==> config.mk <==
export PLATFORM = sky130hd
export DESIGN_NAME = two_level_page_translation
export DESIGN_NICKNAME = d
export VERILOG_FILES = /design/src/hdl/page_walk_pkg.sv /design/src/hdl/two_level_page_translation.sv
export SDC_FILE = /design/constraint.sdc
export NUM_CORES = 1
export LEC_CHECK = 0
export ABC_AREA = 1
export BUFFER_PORTS_ARGS = -buffer_cell sky130_fd_sc_hd__buf_2
export CELL_PAD_IN_SITES_DETAIL_PLACEMENT = 0
export CELL_PAD_IN_SITES_GLOBAL_PLACEMENT = 1
export CORE_MARGIN = 3
export CORE_UTILIZATION = 31
export CTS_BUF_LIST = sky130_fd_sc_hd__clkbuf_8 sky130_fd_sc_hd__clkbuf_16
export DETAILED_ROUTE_END_ITERATION = 6
export MAX_ROUTING_LAYER = met4
export PLACE_DENSITY = 0.69
export SLEW_MARGIN = 20
export SYNTH_ARGS = -nofsm -noshare
export SYNTH_HDL_FRONTEND = slang
export SYNTH_SLANG_ARGS = --single-unit
==> constraint.sdc <==
create_clock -name clk_i -period 2.05 [get_ports clk_i]
set_input_delay 0.205 -clock clk_i [delete_from_list [all_inputs] [get_ports clk_i]]
set_output_delay 0.205 -clock clk_i [all_outputs]
set_load 0.02 [all_outputs]
==> src/hdl/page_walk_pkg.sv <==
// Constants and carrier types for the two-level page translator
package page_walk_pkg;
	localparam int VA_W = 32;
	localparam int VPN_W = 20;
	localparam int VPN_PART_W = 10;
	localparam int OFF_W = 12;
	localparam int PPN_W = 22;
	localparam int PPN_LO_W = 10;
	localparam int SPA_W = 34;
	localparam int PTE_BYTES_LOG2 = 2;
	localparam int LEVELS = 2;
	// Entry field positions
	localparam int PTE_V = 0;
	localparam int PTE_R = 1;
	localparam int PTE_W = 2;
	localparam int PTE_X = 3;
	localparam int PTE_U = 4;
	localparam int PTE_G = 5;
	localparam int PTE_A = 6;
	localparam int PTE_D = 7;
	localparam int PTE_PPN_LSB = 10;
	// Register map (word aligned)
	localparam logic [7:0] REG_CTRL = 8'h00;
	localparam logic [7:0] REG_ROOT = 8'h04;
	localparam logic [7:0] REG_STATUS = 8'h08;
	localparam logic [7:0] REG_LAST_PA = 8'h0C;
	localparam int CTRL_ENABLE = 0;
	localparam int CTRL_SUM = 1;
	localparam int CTRL_MXR = 2;
	localparam int CTRL_ADE = 3;
	localparam logic [3:0] CTRL_RESET = 4'h0;
	localparam logic [21:0] ROOT_RESET = 22'h00_0000;
	localparam logic [31:0] UNMAPPED_READ = 32'h0000_0000;

	typedef enum logic [1:0] {
		ACC_FETCH,
		ACC_LOAD,
		ACC_STORE
	} access_e;

	typedef enum logic [1:0] {
		PRIV_USER,
		PRIV_SUPER,
		PRIV_MACHINE
	} priv_e;

	typedef struct packed {
		logic [VA_W-1:0] va;
		access_e acc;
		logic amo;
		priv_e priv;
	} xlate_req_s;

	typedef struct packed {
		logic valid;
		logic fault;
		access_e acc;
		logic global_map;
		logic [SPA_W-1:0] pa;
	} xlate_rsp_s;

	typedef struct packed {
		logic req;
		logic we;
		logic [SPA_W-1:0] addr;
		logic [31:0] wdata;
	} mem_req_s;
endpackage : page_walk_pkg

==> src/hdl/two_level_page_translation.sv <==
// Two-level page table walker with permission checks and A/D upkeep
// What this block does
// - Map 20-bit page number to 22-bit frame, offset passes through
// - Untranslated result is zero-extended to full physical width
// - Walk starts at root frame; 1024 four-byte entries per table
// - Entry with valid clear is invalid; other bits ignored
// - X/W/R zero means pointer, else leaf; write-no-read reserved
// - Fetch from non-executable leaf raises fetch fault
// - Load or load-reserved to unreadable page raises load fault
// - Store, store-conditional or atomic to unwritable page: store fault
// - Atomics never report load fault; unreadable gives store fault
// - User mode needs U set; supervisor data needs permit bit too
// - Supervisor fetch from U page always refused
// - Global bit on any walked entry makes mapping global
// - Software reserved field never affects translation
// - Fault option: fault when A clear, or store with D clear
// - Otherwise set A on access, D on store, in memory
// - Entry update is a plain store after all leaf checks; no lock held
// - D set only by real stores, in order
// - Update finishes before the access is released
// - Hardware never clears A or D
// - First-level leaf is 4 MiB page; misaligned one faults
// - Reservation set lies within one 4 KiB region
// - Invalid, write-no-read or reserved bits set raise fault
// - Two levels; pointer at last level raises fault
// - A/D updates go straight to memory
`timescale 1ns/1ps
module two_level_page_translation (
	input wire logic clk_i,
	input wire logic rst_i,
	input wire logic wb_cyc_i,
	input wire logic wb_stb_i,
	input wire logic wb_we_i,
	input wire logic [7:0] wb_adr_i,
	input wire logic [3:0] wb_sel_i,
	input wire logic [31:0] wb_dat_i,
	output logic [31:0] wb_dat_o,
	output logic wb_ack_o,
	input wire logic req_valid_i,
	input wire page_walk_pkg::xlate_req_s req_i,
	output logic req_ready_o,
	output page_walk_pkg::xlate_rsp_s rsp_o,
	output page_walk_pkg::mem_req_s mem_o,
	input wire logic mem_ack_i,
	input wire logic [31:0] mem_rdata_i,
	output logic [page_walk_pkg::SPA_W-1:0] resv_base_o
);
	import page_walk_pkg::*;

	typedef enum logic [2:0] {
		ST_IDLE,
		ST_READ,
		ST_CHECK,
		ST_UPDATE,
		ST_DONE
	} walk_e;

	typedef struct packed {
		logic [3:0] ctrl;
		logic [PPN_W-1:0] root;
		logic [31:0] wb_dat;
		logic wb_ack;
		walk_e st;
		xlate_req_s req;
		logic req_ready;
		logic level;
		logic [PPN_W-1:0] table_ppn;
		logic [31:0] pte;
		logic global_seen;
		logic [1:0] fault_cnt;
		xlate_rsp_s rsp;
		mem_req_s mem;
		logic [SPA_W-1:0] resv_base;
	} state_s;

	state_s cur;
	state_s next_cur;

	// ------------------------------------------------------------
	// Elaboration checks
	// ------------------------------------------------------------
	// Address split and walk are written for this shape only
	if (SPA_W != PPN_W + OFF_W) begin : g_bad_pa_width
		$error("physical width must be frame plus offset");
	end
	if (VA_W != VPN_W + OFF_W) begin : g_bad_va_width
		$error("virtual width must be page number plus offset");
	end
	if (VPN_W != LEVELS * VPN_PART_W) begin : g_bad_vpn_split
		$error("page number must split evenly over the levels");
	end
	if (PTE_PPN_LSB + PPN_W != 32) begin : g_bad_entry_width
		$error("frame field must fill the top of the entry");
	end
	if (PTE_BYTES_LOG2 + VPN_PART_W != OFF_W) begin : g_bad_table_size
		$error("one table must fill exactly one page");
	end
	if (LEVELS != 2) begin : g_bad_levels
		$error("walker serves exactly two levels");
	end

	// ------------------------------------------------------------
	// Helpers
	// ------------------------------------------------------------
	function automatic logic [SPA_W-1:0] entry_addr(
		input logic [PPN_W-1:0] tbl,
		input logic [VPN_PART_W-1:0] idx
	);
		entry_addr = {tbl, idx, {PTE_BYTES_LOG2{1'b0}}};
	endfunction : entry_addr

	function automatic logic perm_ok(
		input logic [31:0] pte,
		input xlate_req_s r,
		input logic sum,
		input logic mxr
	);
		logic rd;
		logic ok;
		rd = pte[PTE_R] | (mxr & pte[PTE_X]);
		ok = 1'b0;
		// AMO only checks write; unreadable implies unwritable
		if (r.acc == ACC_FETCH) begin
			ok = pte[PTE_X];
		end else if (r.acc == ACC_STORE || r.amo) begin
			ok = pte[PTE_W];
		end else begin
			ok = rd;
		end
		if (r.priv == PRIV_USER) begin
			ok = ok & pte[PTE_U];
		end else if (pte[PTE_U]) begin
			if (r.acc == ACC_FETCH) begin
				ok = 1'b0;
			end else begin
				ok = ok & sum;
			end
		end
		perm_ok = ok;
	endfunction : perm_ok

	// Atomics report as stores so no load fault ever escapes
	function automatic access_e acc_tag(input xlate_req_s r);
		acc_tag = r.amo ? ACC_STORE : r.acc;
	endfunction : acc_tag

	function automatic logic [SPA_W-1:0] leaf_pa(
		input logic [PPN_W-1:0] ppn,
		input logic first_level,
		input logic [VA_W-1:0] va
	);
		// Megapage takes its low 10 frame bits from the address;
		// alignment was already enforced, so nothing is lost
		leaf_pa = {ppn[PPN_W-1:PPN_LO_W],
			first_level ? va[OFF_W +: VPN_PART_W] : ppn[PPN_LO_W-1:0],
			va[OFF_W-1:0]};
	endfunction : leaf_pa

	// ------------------------------------------------------------
	// Next state
	// ------------------------------------------------------------
	logic wb_hit;
	logic is_store;
	logic is_leaf;
	logic bad_entry;
	logic [VPN_PART_W-1:0] vpn_idx;
	logic [PPN_W-1:0] leaf_ppn;

	always_comb begin
		next_cur = cur;
		wb_hit = wb_cyc_i & wb_stb_i & ~cur.wb_ack;
		is_store = (cur.req.acc == ACC_STORE) | cur.req.amo;
		vpn_idx = cur.level ? cur.req.va[VA_W-1 -: VPN_PART_W]
			: cur.req.va[OFF_W +: VPN_PART_W];
		// Reserved field bits 9:8 deliberately unused
		is_leaf = cur.pte[PTE_R] | cur.pte[PTE_W] | cur.pte[PTE_X];
		bad_entry = ~cur.pte[PTE_V]
			| (cur.pte[PTE_W] & ~cur.pte[PTE_R])
			| (~is_leaf & (cur.pte[PTE_D] | cur.pte[PTE_A]
			| cur.pte[PTE_U]));
		leaf_ppn = cur.pte[31:PTE_PPN_LSB];

		// Write lands with ack; master holds data through it
		next_cur.wb_ack = wb_hit;
		next_cur.rsp.valid = 1'b0;
		if (wb_hit) begin
			next_cur.wb_dat = UNMAPPED_READ;
			case (wb_adr_i)
				REG_CTRL: begin
					next_cur.wb_dat = {28'h000_0000, cur.ctrl};
					if (wb_we_i && wb_sel_i[0]) begin
						next_cur.ctrl = wb_dat_i[3:0];
					end
				end
				REG_ROOT: begin
					next_cur.wb_dat = {10'h000, cur.root};
					if (wb_we_i) begin
						if (wb_sel_i[0]) next_cur.root[7:0] = wb_dat_i[7:0];
						if (wb_sel_i[1]) next_cur.root[15:8] = wb_dat_i[15:8];
						if (wb_sel_i[2]) next_cur.root[21:16] = wb_dat_i[21:16];
					end
				end
				REG_STATUS: begin
					next_cur.wb_dat = {27'h000_0000, cur.fault_cnt,
						cur.st};
				end
				REG_LAST_PA: begin
					next_cur.wb_dat = cur.rsp.pa[SPA_W-1:2];
				end
				default: begin
					next_cur.wb_dat = UNMAPPED_READ;
				end
			endcase
		end

		case (cur.st)
			ST_IDLE: begin
				next_cur.req_ready = 1'b1;
				if (req_valid_i && cur.req_ready) begin
					next_cur.req = req_i;
					next_cur.req_ready = 1'b0;
					if (!cur.ctrl[CTRL_ENABLE] || req_i.priv == PRIV_MACHINE) begin
						// Untranslated: zero-extend
						next_cur.rsp.pa = {{(SPA_W-VA_W){1'b0}}, req_i.va};
						next_cur.rsp.fault = 1'b0;
						next_cur.rsp.global_map = 1'b0;
						next_cur.rsp.acc = acc_tag(req_i);
						next_cur.st = ST_DONE;
					end else begin
						next_cur.level = 1'b1;
						next_cur.table_ppn = cur.root;
						next_cur.global_seen = 1'b0;
						next_cur.st = ST_READ;
					end
				end
			end
			ST_READ: begin
				// Always fetch from memory, no cached copy
				next_cur.mem.req = 1'b1;
				next_cur.mem.we = 1'b0;
				next_cur.mem.addr = entry_addr(cur.table_ppn, vpn_idx);
				if (cur.mem.req && mem_ack_i) begin
					next_cur.mem.req = 1'b0;
					next_cur.pte = mem_rdata_i;
					next_cur.st = ST_CHECK;
				end
			end
			ST_CHECK: begin
				next_cur.rsp.acc = acc_tag(cur.req);
				next_cur.rsp.fault = 1'b1;
				next_cur.rsp.pa = {SPA_W{1'b0}};
				next_cur.rsp.global_map = cur.global_seen | cur.pte[PTE_G];
				next_cur.global_seen = cur.global_seen | cur.pte[PTE_G];
				next_cur.st = ST_DONE;
				if (bad_entry) begin
					next_cur.rsp.fault = 1'b1;
				end else if (!is_leaf) begin
					if (cur.level) begin
						next_cur.level = 1'b0;
						next_cur.table_ppn = leaf_ppn;
						next_cur.st = ST_READ;
					end else begin
						next_cur.rsp.fault = 1'b1;
					end
				end else if (!perm_ok(cur.pte, cur.req, cur.ctrl[CTRL_SUM],
						cur.ctrl[CTRL_MXR])) begin
					next_cur.rsp.fault = 1'b1;
				end else if (cur.level && leaf_ppn[PPN_LO_W-1:0] != '0) begin
					next_cur.rsp.fault = 1'b1;
				end else if (!cur.pte[PTE_A] || (is_store && !cur.pte[PTE_D])) begin
					if (cur.ctrl[CTRL_ADE]) begin
						next_cur.rsp.fault = 1'b1;
					end else begin
						// Only OR in bits; never clear A/D
						next_cur.pte[PTE_A] = 1'b1;
						next_cur.pte[PTE_D] = cur.pte[PTE_D] | is_store;
						next_cur.st = ST_UPDATE;
					end
				end else begin
					next_cur.rsp.fault = 1'b0;
				end
				if (!next_cur.rsp.fault && next_cur.st == ST_DONE) begin
					next_cur.rsp.pa = leaf_pa(leaf_ppn, cur.level, cur.req.va);
				end
			end
			ST_UPDATE: begin
				// Checks were done on the exact word being written back;
				// the write back is a plain store; no lock is held on the entry
				next_cur.mem.req = 1'b1;
				next_cur.mem.we = 1'b1;
				next_cur.mem.addr = entry_addr(cur.table_ppn, vpn_idx);
				next_cur.mem.wdata = cur.pte;
				if (cur.mem.req && mem_ack_i) begin
					// Access released only after write acknowledged
					next_cur.mem.req = 1'b0;
					next_cur.mem.we = 1'b0;
					next_cur.rsp.fault = 1'b0;
					next_cur.rsp.pa = leaf_pa(leaf_ppn, cur.level, cur.req.va);
					next_cur.st = ST_DONE;
				end
			end
			ST_DONE: begin
				next_cur.rsp.valid = 1'b1;
				// Two-bit counter wraps; a trend hint, not a total
				if (cur.rsp.fault) begin
					next_cur.fault_cnt = cur.fault_cnt + 2'd1;
				end
				if (!cur.rsp.fault && cur.req.acc == ACC_LOAD) begin
					next_cur.resv_base = {cur.rsp.pa[SPA_W-1:OFF_W],
						{OFF_W{1'b0}}};
				end
				next_cur.st = ST_IDLE;
			end
			default: begin
				next_cur.st = ST_IDLE;
			end
		endcase
	end

	// ------------------------------------------------------------
	// State register
	// ------------------------------------------------------------
	always_ff @(posedge clk_i) begin
		if (rst_i) begin
			cur <= '0;
			cur.ctrl <= CTRL_RESET;
			cur.root <= ROOT_RESET;
			cur.st <= ST_IDLE;
		end else begin
			cur <= next_cur;
		end
	end

	// ------------------------------------------------------------
	// Outputs
	// ------------------------------------------------------------
	assign wb_dat_o = cur.wb_dat;
	assign wb_ack_o = cur.wb_ack;
	assign req_ready_o = cur.req_ready;
	assign rsp_o = cur.rsp;
	assign mem_o = cur.mem;
	assign resv_base_o = cur.resv_base;
endmodule : two_level_page_translation

* Word level (Yosys, flattened, before mapping)
Cells that the tools add are included.
W data, S select, Z words.
** Word-level totals
- Flip-flop bits (word level) :: 287
- Input bits :: 120
- Output and inout bits :: 175
- Logic and storage cells :: 175
** Operators by class
- Add/subtract/negate cells :: 1
- Equality and inequality tests :: 24
- Mux-type cells :: 62
- Bitwise logic cells :: 21
- Reductions and logical operators :: 39
** Operator list (count)
- $pmux W32 S4 :: 1
- $pmux W34 S3 :: 1
- $mux W38 :: 2
- $pmux W36 S2 :: 1
- $mux W23 :: 3
- $mux W64 :: 1
- $pmux W23 S2 :: 1
- $mux W36 :: 1
- $mux W34 :: 1
- $mux W3 :: 11
- $ne A2 B2 Y1 const B :: 13
- $mux W1 :: 22
- $mux W22 :: 1
- $mux W10 :: 2
- $eq A8 B4 Y1 const B :: 2
- $mux W2 :: 8
- $reduce_and A4 Y1 :: 4
- $pmux W3 S4 :: 1
- $reduce_and A3 Y1 :: 4
- $or A1 B1 Y1 :: 10
- $reduce_bool A10 Y1 :: 1
- $eq A8 B3 Y1 const B :: 1
- $logic_not A8 Y1 :: 1
- $mux W8 :: 1
- other kinds (23) :: 53

* Longest topological paths before layout
Gate-level depths: netlist (run 1).
- Depth after elaboration :: 22
- Gate-level depth with buffers :: 13
- Depth with buffers taken out :: 13

* Worst setup path before layout (run 1)
OpenSTA, ideal clock, no wires.
- Path kind :: flip-flop to flip-flop
- Start :: register cur[237] (netlist bit)
- End :: register cur (netlist bit rsp_o[19])
- Library setup time :: 0.128 ns
- Data arrival time :: 1.524 ns
- Required time :: 1.922 ns
- Path slack :: 0.399 ns
- Stages on the path, launching flop included :: 12
- Buffers on the path :: 1
- Period minus slack after synthesis :: 1.651 ns
- Path through :: dfxtp_1 -> nor2_2 -> nand2_1 -> inv_1 -> nor2_1 -> nor3_4 -> inv_2 -> buf_2 -> nand2_1 -> nand2_1 -> a21oi_1 -> nor2_1
** Between the ends
- Cells in the longest elaborated chain, start to end :: 3
- Elaborated cells on any way between the ends :: 9
- Those cells by class :: eq/ne: 5; mux: 1; reduce/logical: 3
** RTL lines
- from (decl) :: RTL line two_level_page_translation.sv:76 : state_s cur;
- from (signal assigned) :: RTL line two_level_page_translation.sv:330 : cur <= next_cur;
- $eq A3 B2 Y1 or $logic_not A3 Y1 (tied branches) :: RTL line two_level_page_translation.sv:216 : case (cur.st)
- $ne A2 B2 Y1 (no line) or $reduce_bool A3 Y1 (tied branches)
- $reduce_and A4 Y1 (no line)
Parallel ways exist; a longest one is shown, timed or not.
A chain may end at the register's enable or synchronous reset.

* Worst setup path in the final report (run 1)
- Start :: register cur[237] (netlist bit)
- End :: register cur (netlist bit rsp_o[17])
Same word-level chain as after synthesis.

==> results of run 1 <==
[worst register-to-register path: stages, from the launching register on]
cell	delay, ns
dfxtp_1	0.35
nor2_2	0.17
nand2_1	0.15
inv_1	0.10
nor2_1	0.07
nor3_4	0.25
inv_2	0.16
buf_12	0.18
nand2_1	0.07
nand2_1	0.05
a21oi_1	0.12
nor2_1	0.05
[worst min-delay path by stage]
stage	start	end	cells after the start	slack (ns)
after global placement	cur[142]$_SDFFE_PP0P_	cur[142]$_SDFFE_PP0P_	1	0.44
after floorplan	req_i[17]	cur[217]$_SDFFE_PP0P_	2	0.34
final	wb_dat_i[3]	cur[276]$_SDFFE_PP0P_	3	0.03
after CTS	wb_dat_i[3]	cur[276]$_SDFFE_PP0P_	3	0.004
after detailed placement	cur[214]$_SDFFE_PP0P_	rsp_o[9]$_SDFFE_PP0P_	2	0.45
after global routing	req_i[36]	cur[236]$_SDFFE_PP0P_	3	0.04
[power groups by stage]
stage | logic (mW) | registers, mW | clock network [mW]
global route | 1.02 | 5.77 | 6.73
detailed placement | 0.797 | 5.88 | 0
floorplan | 0.524 | 5.83 | 0
CTS | 0.928 | 5.76 | 6.52
global placement | 0.792 | 5.88 | 0
finish | 0.924 | 5.76 | 6.37
[cells by family (layout without fill, tap and decap cells)]
kind of cell | Yosys count | count (layout) | synth area share [%]
AOI/OAI and AO/OA | 533 | 533 | 21.6
and+or+nand+nor | 493 | 493 | 15.9
buffers and inverters | 393 | 597 | 17.1
DFF | 285 | 285 | 45.4
other | 1 | 15 | 0.0298
[layout make-up]
cell class | count | area [sq um] | share of cell area, %
inverters | 115 | 434 | 2.78
repair buffers | 421 | 2840 | 18.1
well taps | 525 | 657 | 4.20
diodes | 1 | 2.50 | 0.0160
clock buffers | 46 | 1050 | 6.72
multi-input cells | 1040 | 4800 | 30.7
clock inverters | 15 | 145 | 0.928
flip-flops and latches | 285 | 5710 | 36.5
[state kept, by name (all words and copies together) (netlist names)]
| signal | cells |
|---|---|
| wb_ack_o | 1 |
| wb_dat_o | 32 |
| cur | 124 |
| resv_base_o | 22 |
| mem_o | 66 |
| req_ready_o | 1 |
| rsp_o | 39 |
[layout by cell type, fill, tap and decap left out, drive strengths merged, types with 14 or more instances in the layout]
cell	count
buf	338
dfxtp	285
o21ai	262
nand2	242
a21oi	240
nor2	186
inv	121
dlygate4sd3	83
clkbuf	46
nand3	38
o22ai	22
nand4	14
conb	14
[layer usage]
metal | global-route usage, % | share of wire [%]
met5 | - | 0
met4 | 5.24 | 2.3
met3 | 3.69 | 6.2
met2 | 32.5 | 44
met1 | 28.9 | 47
[timing repair]
action	in CTS	in global routing
gates resized for setup	0	2
hold buffers	83	0
endpoints found under the setup margin	0	3
endpoints found under the hold margin	98	0
==> qor.txt, run 1 <==
Outcome -> completed
Top cells by count, synth -> 285 x dfxtp_1, 249 x o21ai_0, 242 x nand2_1, 240 x a21oi_1, 182 x nor2_1
CTS tree -> built
MaxCap Viol Count -> 0
Routed WL per cell -> 18.8 um
Clk pwr share -> 48.8%
Starting Density -> 31.5%
Top-count cell post-synth -> dfxtp_1
Post-synth EDFFs -> 0
Top FF cell, synth -> dfxtp_1
Crit-path cells -> nor2_2 -> nand2_1 -> inv_1 -> nor2_1 -> nor3_4 -> inv_2 -> buf_12 -> nand2_1 -> nand2_1 -> a21oi_1 -> nor2_1
GRT Util Overall -> 21.1%
Share of power burned in registers -> 44.1%
Leading post-synthesis cells by cell area -> dfxtp_1 45%, buf_4 10%, o21ai_0 9.9%, a21oi_1 9.5%, nand2_1 7.2%
Fin cells -> 2448
R2R Setup Slk -> 0.17 ns
Synthesized area per cell -> 7.38 sq um
Area of the core -> 39900 sq um
Initial antenna violation count -> 1
# rows -> 73
First DRT Iteration DRCs -> 789
Fillers -> 4174
Mapped Area -> 12600 sq um
DP Area -> 13600 sq um
Synth Register Bits -> 285
WS Path Type -> flop to flop
Reg2reg start -> cur[237]$_SDFFE_PP0P_
Via count -> 11800
Fmax achieved -> 533 MHz
FF-to-FF path depth -> 11
Die Wd -> 207 um
Clk sinks -> 285
Area grow syn2layout -> 24.3%
CTS Buf Count -> 34
Detailed placement HPWL -> 33500 um
Number of setup violations in the final report -> 0
Final net count -> 2017
Final Critical Period -> 1.88 ns
Max_slew headroom -> 40.7%
Psw -> 3.07 mW
H-tree depth -> 2
Hold Fails Final Rpt -> 0
Clk Latency, worst-skew pair -> 0.52 ns
Pre-CTS setup slack -> 0.209 ns
Final TNS setup -> 0 ns
Clock Tree Buf Depth -> 3
Synth area leader -> dfxtp_1
Dpl cells -> 2303
Max IR drop VDD -> 0.000489 V
Synth Warn # -> 0
Switching share of power -> 23.6%
DRT Wirelength -> 46000 um
Pwr Total -> 13.1 mW
Worst hold path class -> input port to flop
Tcrit/Tclk final -> 91.5%
Crit path max fanout -> 12
Port bufs -> 269
Sequential-to-total area share from yosys stat -> 45.4%
Slew @ Worst Pin -> 0.890 ns
Leakage -> 6.75 nW
Internal -> 9.98 mW
Clock Skew -> 0.0160 ns
Die ar. -> 43000 sq um
# IOs -> 295
Final instance area -> 15600 sq um
FF-to-FF End -> rsp_o[17]$_SDFFE_PP0P_
Postcts setup bufs -> 0
Crit path largest cell delay -> 0.35 ns
Worst setup path endpoint -> rsp_o[17]$_SDFFE_PP0P_
First drt pass iteration count -> 5
Post-route antenna net violation count -> 0
Crit path depth -> 11
RSZ-0062 raised after global routing -> true
Data required, critical path -> 2.42 ns
Distinct cells, synth -> 31
Share of the synthesized area in the top cell type -> 45.4%
Pwr/cell area -> 835 nW/um^2
Crit-path most repeated cell -> nand2_1
DRC -> 0
Vias in the first global route -> 11200
Largest net degree at the start of global routing -> 75
Gate power share -> 7.1%
Post-Synthesis Cells -> 1705
Worst hold slack -> 0.0288 ns
Share of layout cells above drive strength 1 -> 21.7%
Worst setup margin -> 0.175 ns
Slowest-stage cell, CP -> dfxtp_1
CP Launch Type -> flop
Clk slew on worst S/H paths -> 0.06 ns
Wire length of the first global-routing pass -> 68800 um
CP top delay family -> simple AND/OR/NAND/NOR gates
Crit. Startpoint -> cur[237]$_SDFFE_PP0P_
Worst Setup End Kind -> flop
Worst Path Buf+Inv -> 3
Die H -> 207 um
Critical Path AT -> 2.25 ns
Root Buffer Master -> clkbuf_16
Fin. max-slew vios -> 0
Asr flop ratio synth -> 0%
Fin util -> 39.2%
DR vias/cell -> 4.81
GR Overflow Total -> 0
RD Place Congestion -> 0.903
(Power assumes the default switching activity.)
==> run 2: changes to the inputs <==
--- a/config.mk
+++ b/config.mk
@@ -14,7 +14,7 @@
 export CTS_BUF_LIST = sky130_fd_sc_hd__clkbuf_8 sky130_fd_sc_hd__clkbuf_16
 export DETAILED_ROUTE_END_ITERATION = 6
 export MAX_ROUTING_LAYER = met4
-export PLACE_DENSITY = 0.69
+export PLACE_DENSITY_LB_ADDON = 0.3
 export SLEW_MARGIN = 20
 export SYNTH_ARGS = -nofsm -noshare
 export SYNTH_HDL_FRONTEND = slang
==> constraint.sdc (replaced) <==
create_clock -name clk_i -period 1.87 [get_ports clk_i]
set_input_delay 0.187 -clock clk_i [delete_from_list [all_inputs] [get_ports clk_i]]
set_output_delay 0.187 -clock clk_i [all_outputs]
set_load 0.02 [all_outputs]
==> run 2 against run 1 <==
Effect of this change: maximum frequency is 7.1% higher; largest cell class unchanged; combinational power is 11% higher; cell area is 1.8% higher; first-iteration DRC count is 20% higher; clock skew is 0.011 ns higher; die area stayed put; wire length is 2.2% higher; sequential power is 9.7% higher; global-route usage is 0.57 points higher; hold slack better by 0.0052 ns.
==> qor.txt, run 2 (synthesis gave the netlist of run 1 again) <==
Clk Latency, worst-skew pair -> 0.55 ns (was 0.52 ns)
DRC -> 0 (unchanged)
DRT Wirelength -> 47000 um (was 46000 um)
Pwr/cell area -> 906 nW/um^2 (was 835 nW/um^2)
Largest net degree at the start of global routing -> 75 (unchanged)
Crit path max fanout -> 31 (was 12)
Worst hold slack -> 0.0340 ns (was 0.0288 ns)
CP top delay family -> simple AND/OR/NAND/NOR gates (unchanged)
RD Place Congestion -> 0.927 (was 0.903)
Starting Density -> 31.5% (unchanged)
Dpl cells -> 2327 (was 2303)
Fin. max-slew vios -> 0 (unchanged)
Leakage -> 6.89 nW (was 6.75 nW)
Fmax achieved -> 571 MHz (was 533 MHz)
Die ar. -> 43000 sq um (unchanged)
Worst hold path class -> input port to flop (unchanged)
Share of layout cells above drive strength 1 -> 23.4% (was 21.7%)
Initial antenna violation count -> 1 (unchanged)
Port bufs -> 269 (unchanged)
Vias in the first global route -> 11500 (was 11200)
Final instance area -> 15900 sq um (was 15600 sq um)
H-tree depth -> 2 (unchanged)
Clk slew on worst S/H paths -> 0.06 ns (about the same)
GR Overflow Total -> 0 (unchanged)
FF/Latch Area -> 5710 sq um (about the same)
First DRT Iteration DRCs -> 949 (was 789)
Die Wd -> 207 um (unchanged)
Multi-input gate area -> 4830 sq um (was 4800 sq um)
CTS tree -> built (unchanged)
FF-to-FF End -> rsp_o[13]$_SDFFE_PP0P_ (was rsp_o[17]$_SDFFE_PP0P_)
Clock Tree Buf Depth -> 3 (unchanged)
RSZ-0062 raised after global routing -> true (unchanged)
R2R Setup Slk -> 0.12 ns (was 0.17 ns)
Critical Path AT -> 2.13 ns (was 2.25 ns)
Hold path depth -> 3 (unchanged)
Final Critical Period -> 1.75 ns (was 1.88 ns)
First drt pass iteration count -> 5 (unchanged)
Hold Fails Final Rpt -> 0 (unchanged)
Slowest-stage cell, CP -> dfxtp_2 (was dfxtp_1)
CP Launch Type -> flop (unchanged)
FF-to-FF path depth -> 11 (unchanged)
Max IR drop VDD -> 0.000502 V (was 0.000489 V)
Reg2reg start -> cur[239]$_SDFFE_PP0P_ (was cur[237]$_SDFFE_PP0P_)
Fillers -> 4262 (was 4174)
Endpoint, Worst Hold -> cur[174]$_SDFFE_PP0P_ (was cur[276]$_SDFFE_PP0P_)
Final net count -> 2048 (was 2017)
DP Area -> 13800 sq um (was 13600 sq um)
Most frequent cells in the layout -> 281 x dfxtp_1, 269 x buf_2, 247 x o21ai_0, 239 x nand2_1, 238 x a21oi_1 (was 285 x dfxtp_1, 269 x buf_2, 248 x o21ai_0, 241 x nand2_1, 240 x a21oi_1)
Crit path largest cell delay -> 0.38 ns (was 0.35 ns)
Clock Skew -> 0.0274 ns (was 0.0160 ns)
Commonest non-fill, non-tap cell in the layout -> dfxtp_1 (unchanged)
# IOs -> 295 (unchanged)
Detailed placement HPWL -> 34300 um (was 33500 um)
Fin cells -> 2481 (was 2448)
Worst Setup End Kind -> flop (unchanged)
Max FFs per register -> 124 (unchanged)
Tcrit/Tclk final -> 93.7% (was 91.5%)
Min-delay src -> mem_rdata_i[30] (was wb_dat_i[3])
Outcome -> completed (unchanged)
MaxCap Viol Count -> 0 (unchanged)
Max_slew headroom -> 38.6% (was 40.7%)
Root Buffer Master -> clkbuf_16 (unchanged)
Routed WL per cell -> 18.9 um (was 18.8 um)
CTS Buf Count -> 36 (was 34)
Die H -> 207 um (unchanged)
# rows -> 73 (unchanged)
Via count -> 11900 (was 11800)
GRT Util Overall -> 21.7% (was 21.1%)
Clk sinks -> 285 (unchanged)
Most flops, register -> cur (unchanged)
Slew @ Worst Pin -> 0.921 ns (was 0.890 ns)
DR vias/cell -> 4.78 (was 4.81)
Final TNS setup -> 0 ns (unchanged)
Wire length of the first global-routing pass -> 70200 um (was 68800 um)
Area grow syn2layout -> 26.5% (was 24.3%)
Worst Path Buf+Inv -> 3 (unchanged)
WS Path Type -> flop to flop (unchanged)
Area of the core -> 39900 sq um (unchanged)
Number of setup violations in the final report -> 0 (unchanged)
Post-route antenna net violation count -> 0 (unchanged)
Data required, critical path -> 2.25 ns (was 2.42 ns)
Crit-path cells -> buf_4 -> nor2_4 -> nand2_1 -> nor2_1 -> nor3_4 -> inv_2 -> buf_12 -> nand2_1 -> nand2_1 -> a21oi_1 -> nor2_1 (was nor2_2 -> nand2_1 -> inv_1 -> nor2_1 -> nor3_4 -> inv_2 -> buf_12 -> nand2_1 -> nand2_1 -> a21oi_1 -> nor2_1)
Crit-path most repeated cell -> nand2_1 (unchanged)
[run 2: cell count changes in the layout (fill, tap and decap cells not counted), moves of 3 or more]
cell / delta
dfxtp_2: +3
clkbuf_8: -4
nand2_2: +3
inv_2: +3
buf_4: +24
dlygate4sd3_1: +3
dfxtp_1: -4
[run 2: report_power, final]
| group | switching (mW) | total (mW) | internal (mW) |
|---|---|---|---|
| registers | 0.127 | 6.32 | 6.19 |
| clock network | 2.73 | 7.07 | 4.34 |
| logic | 0.609 | 1.03 | 0.424 |
| total | 3.47 | 14.4 | 11.0 |
[run 2: metal layers]
metal / up-vias / part of all wire [%] / routed length (um) / GRT usage, %
met5: - / 0 / 0 / -
met3: 66 / 6.2 / 2910 / 4.88
met2: 390 / 44 / 20700 / 32.9
li1: 5868 / - / - / -
met4: 0 / 2.4 / 1130 / 5.52
met1: 5537 / 47 / 22300 / 29.4
[run 2: worst max path at each step]
| stage | to | startpoint | cells after the start | slack [ns] |
|---|---|---|---|---|
| after detailed placement | rsp_o[1]$_SDFFE_PP0P_ | cur[145]$_SDFFE_PP0P_ | 10 | 0.02 |
| final | rsp_o[13]$_SDFFE_PP0P_ | cur[239]$_SDFFE_PP0P_ | 11 | 0.12 |
| after global placement | rsp_o[18]$_SDFFE_PP0P_ | cur[237]$_SDFFE_PP0P_ | 11 | 0.03 |
| after CTS | rsp_o[13]$_SDFFE_PP0P_ | cur[237]$_SDFFE_PP0P_ | 10 | 0.002 |
| after floorplan | rsp_o[19]$_SDFFE_PP0P_ | cur[237]$_SDFFE_PP0P_ | 11 | 0.22 |
| after global routing | rsp_o[13]$_SDFFE_PP0P_ | cur[239]$_SDFFE_PP0P_ | 10 | -0.03 |
[run 2: through the flow]
step                setup slack [ns]  power [mW]  utilization [%]
CTS                          0.00213        14.6             39.7
detailed placement            0.0204        7.34             34.5
global route                 -0.0309        15.0             39.9
finish                         0.118        14.4             39.9
floorplan                      0.219        6.96                -
global placement              0.0259        7.33             34.5
[run 2: cell type report]
class | instances | area share, %
antenna | 2 | 0.0314
clock buffer | 42 | 6.25
clock inverter | 22 | 1.31
inverter | 115 | 2.73
multi-input combinational | 1040 | 30.3
sequential | 285 | 35.9
tap | 525 | 4.13
timing repair buffer | 450 | 19.3
[run 2: tightest hold or removal path: stages]
cell and delay [ns]:
buf_2 0.10, o21ai_0 0.12, a21oi_1 0.13
[run 2: repair_timing]
action / 4_1_cts / 5_1_grt
hold buffers: 86 / 0
pin swaps: 0 / 3
setup buffers: 0 / 2
gates cloned: 0 / 0
gates resized for setup: 1 / 19
endpoints found under the setup margin: 2 / 60
endpoints found under the hold margin: 109 / 0
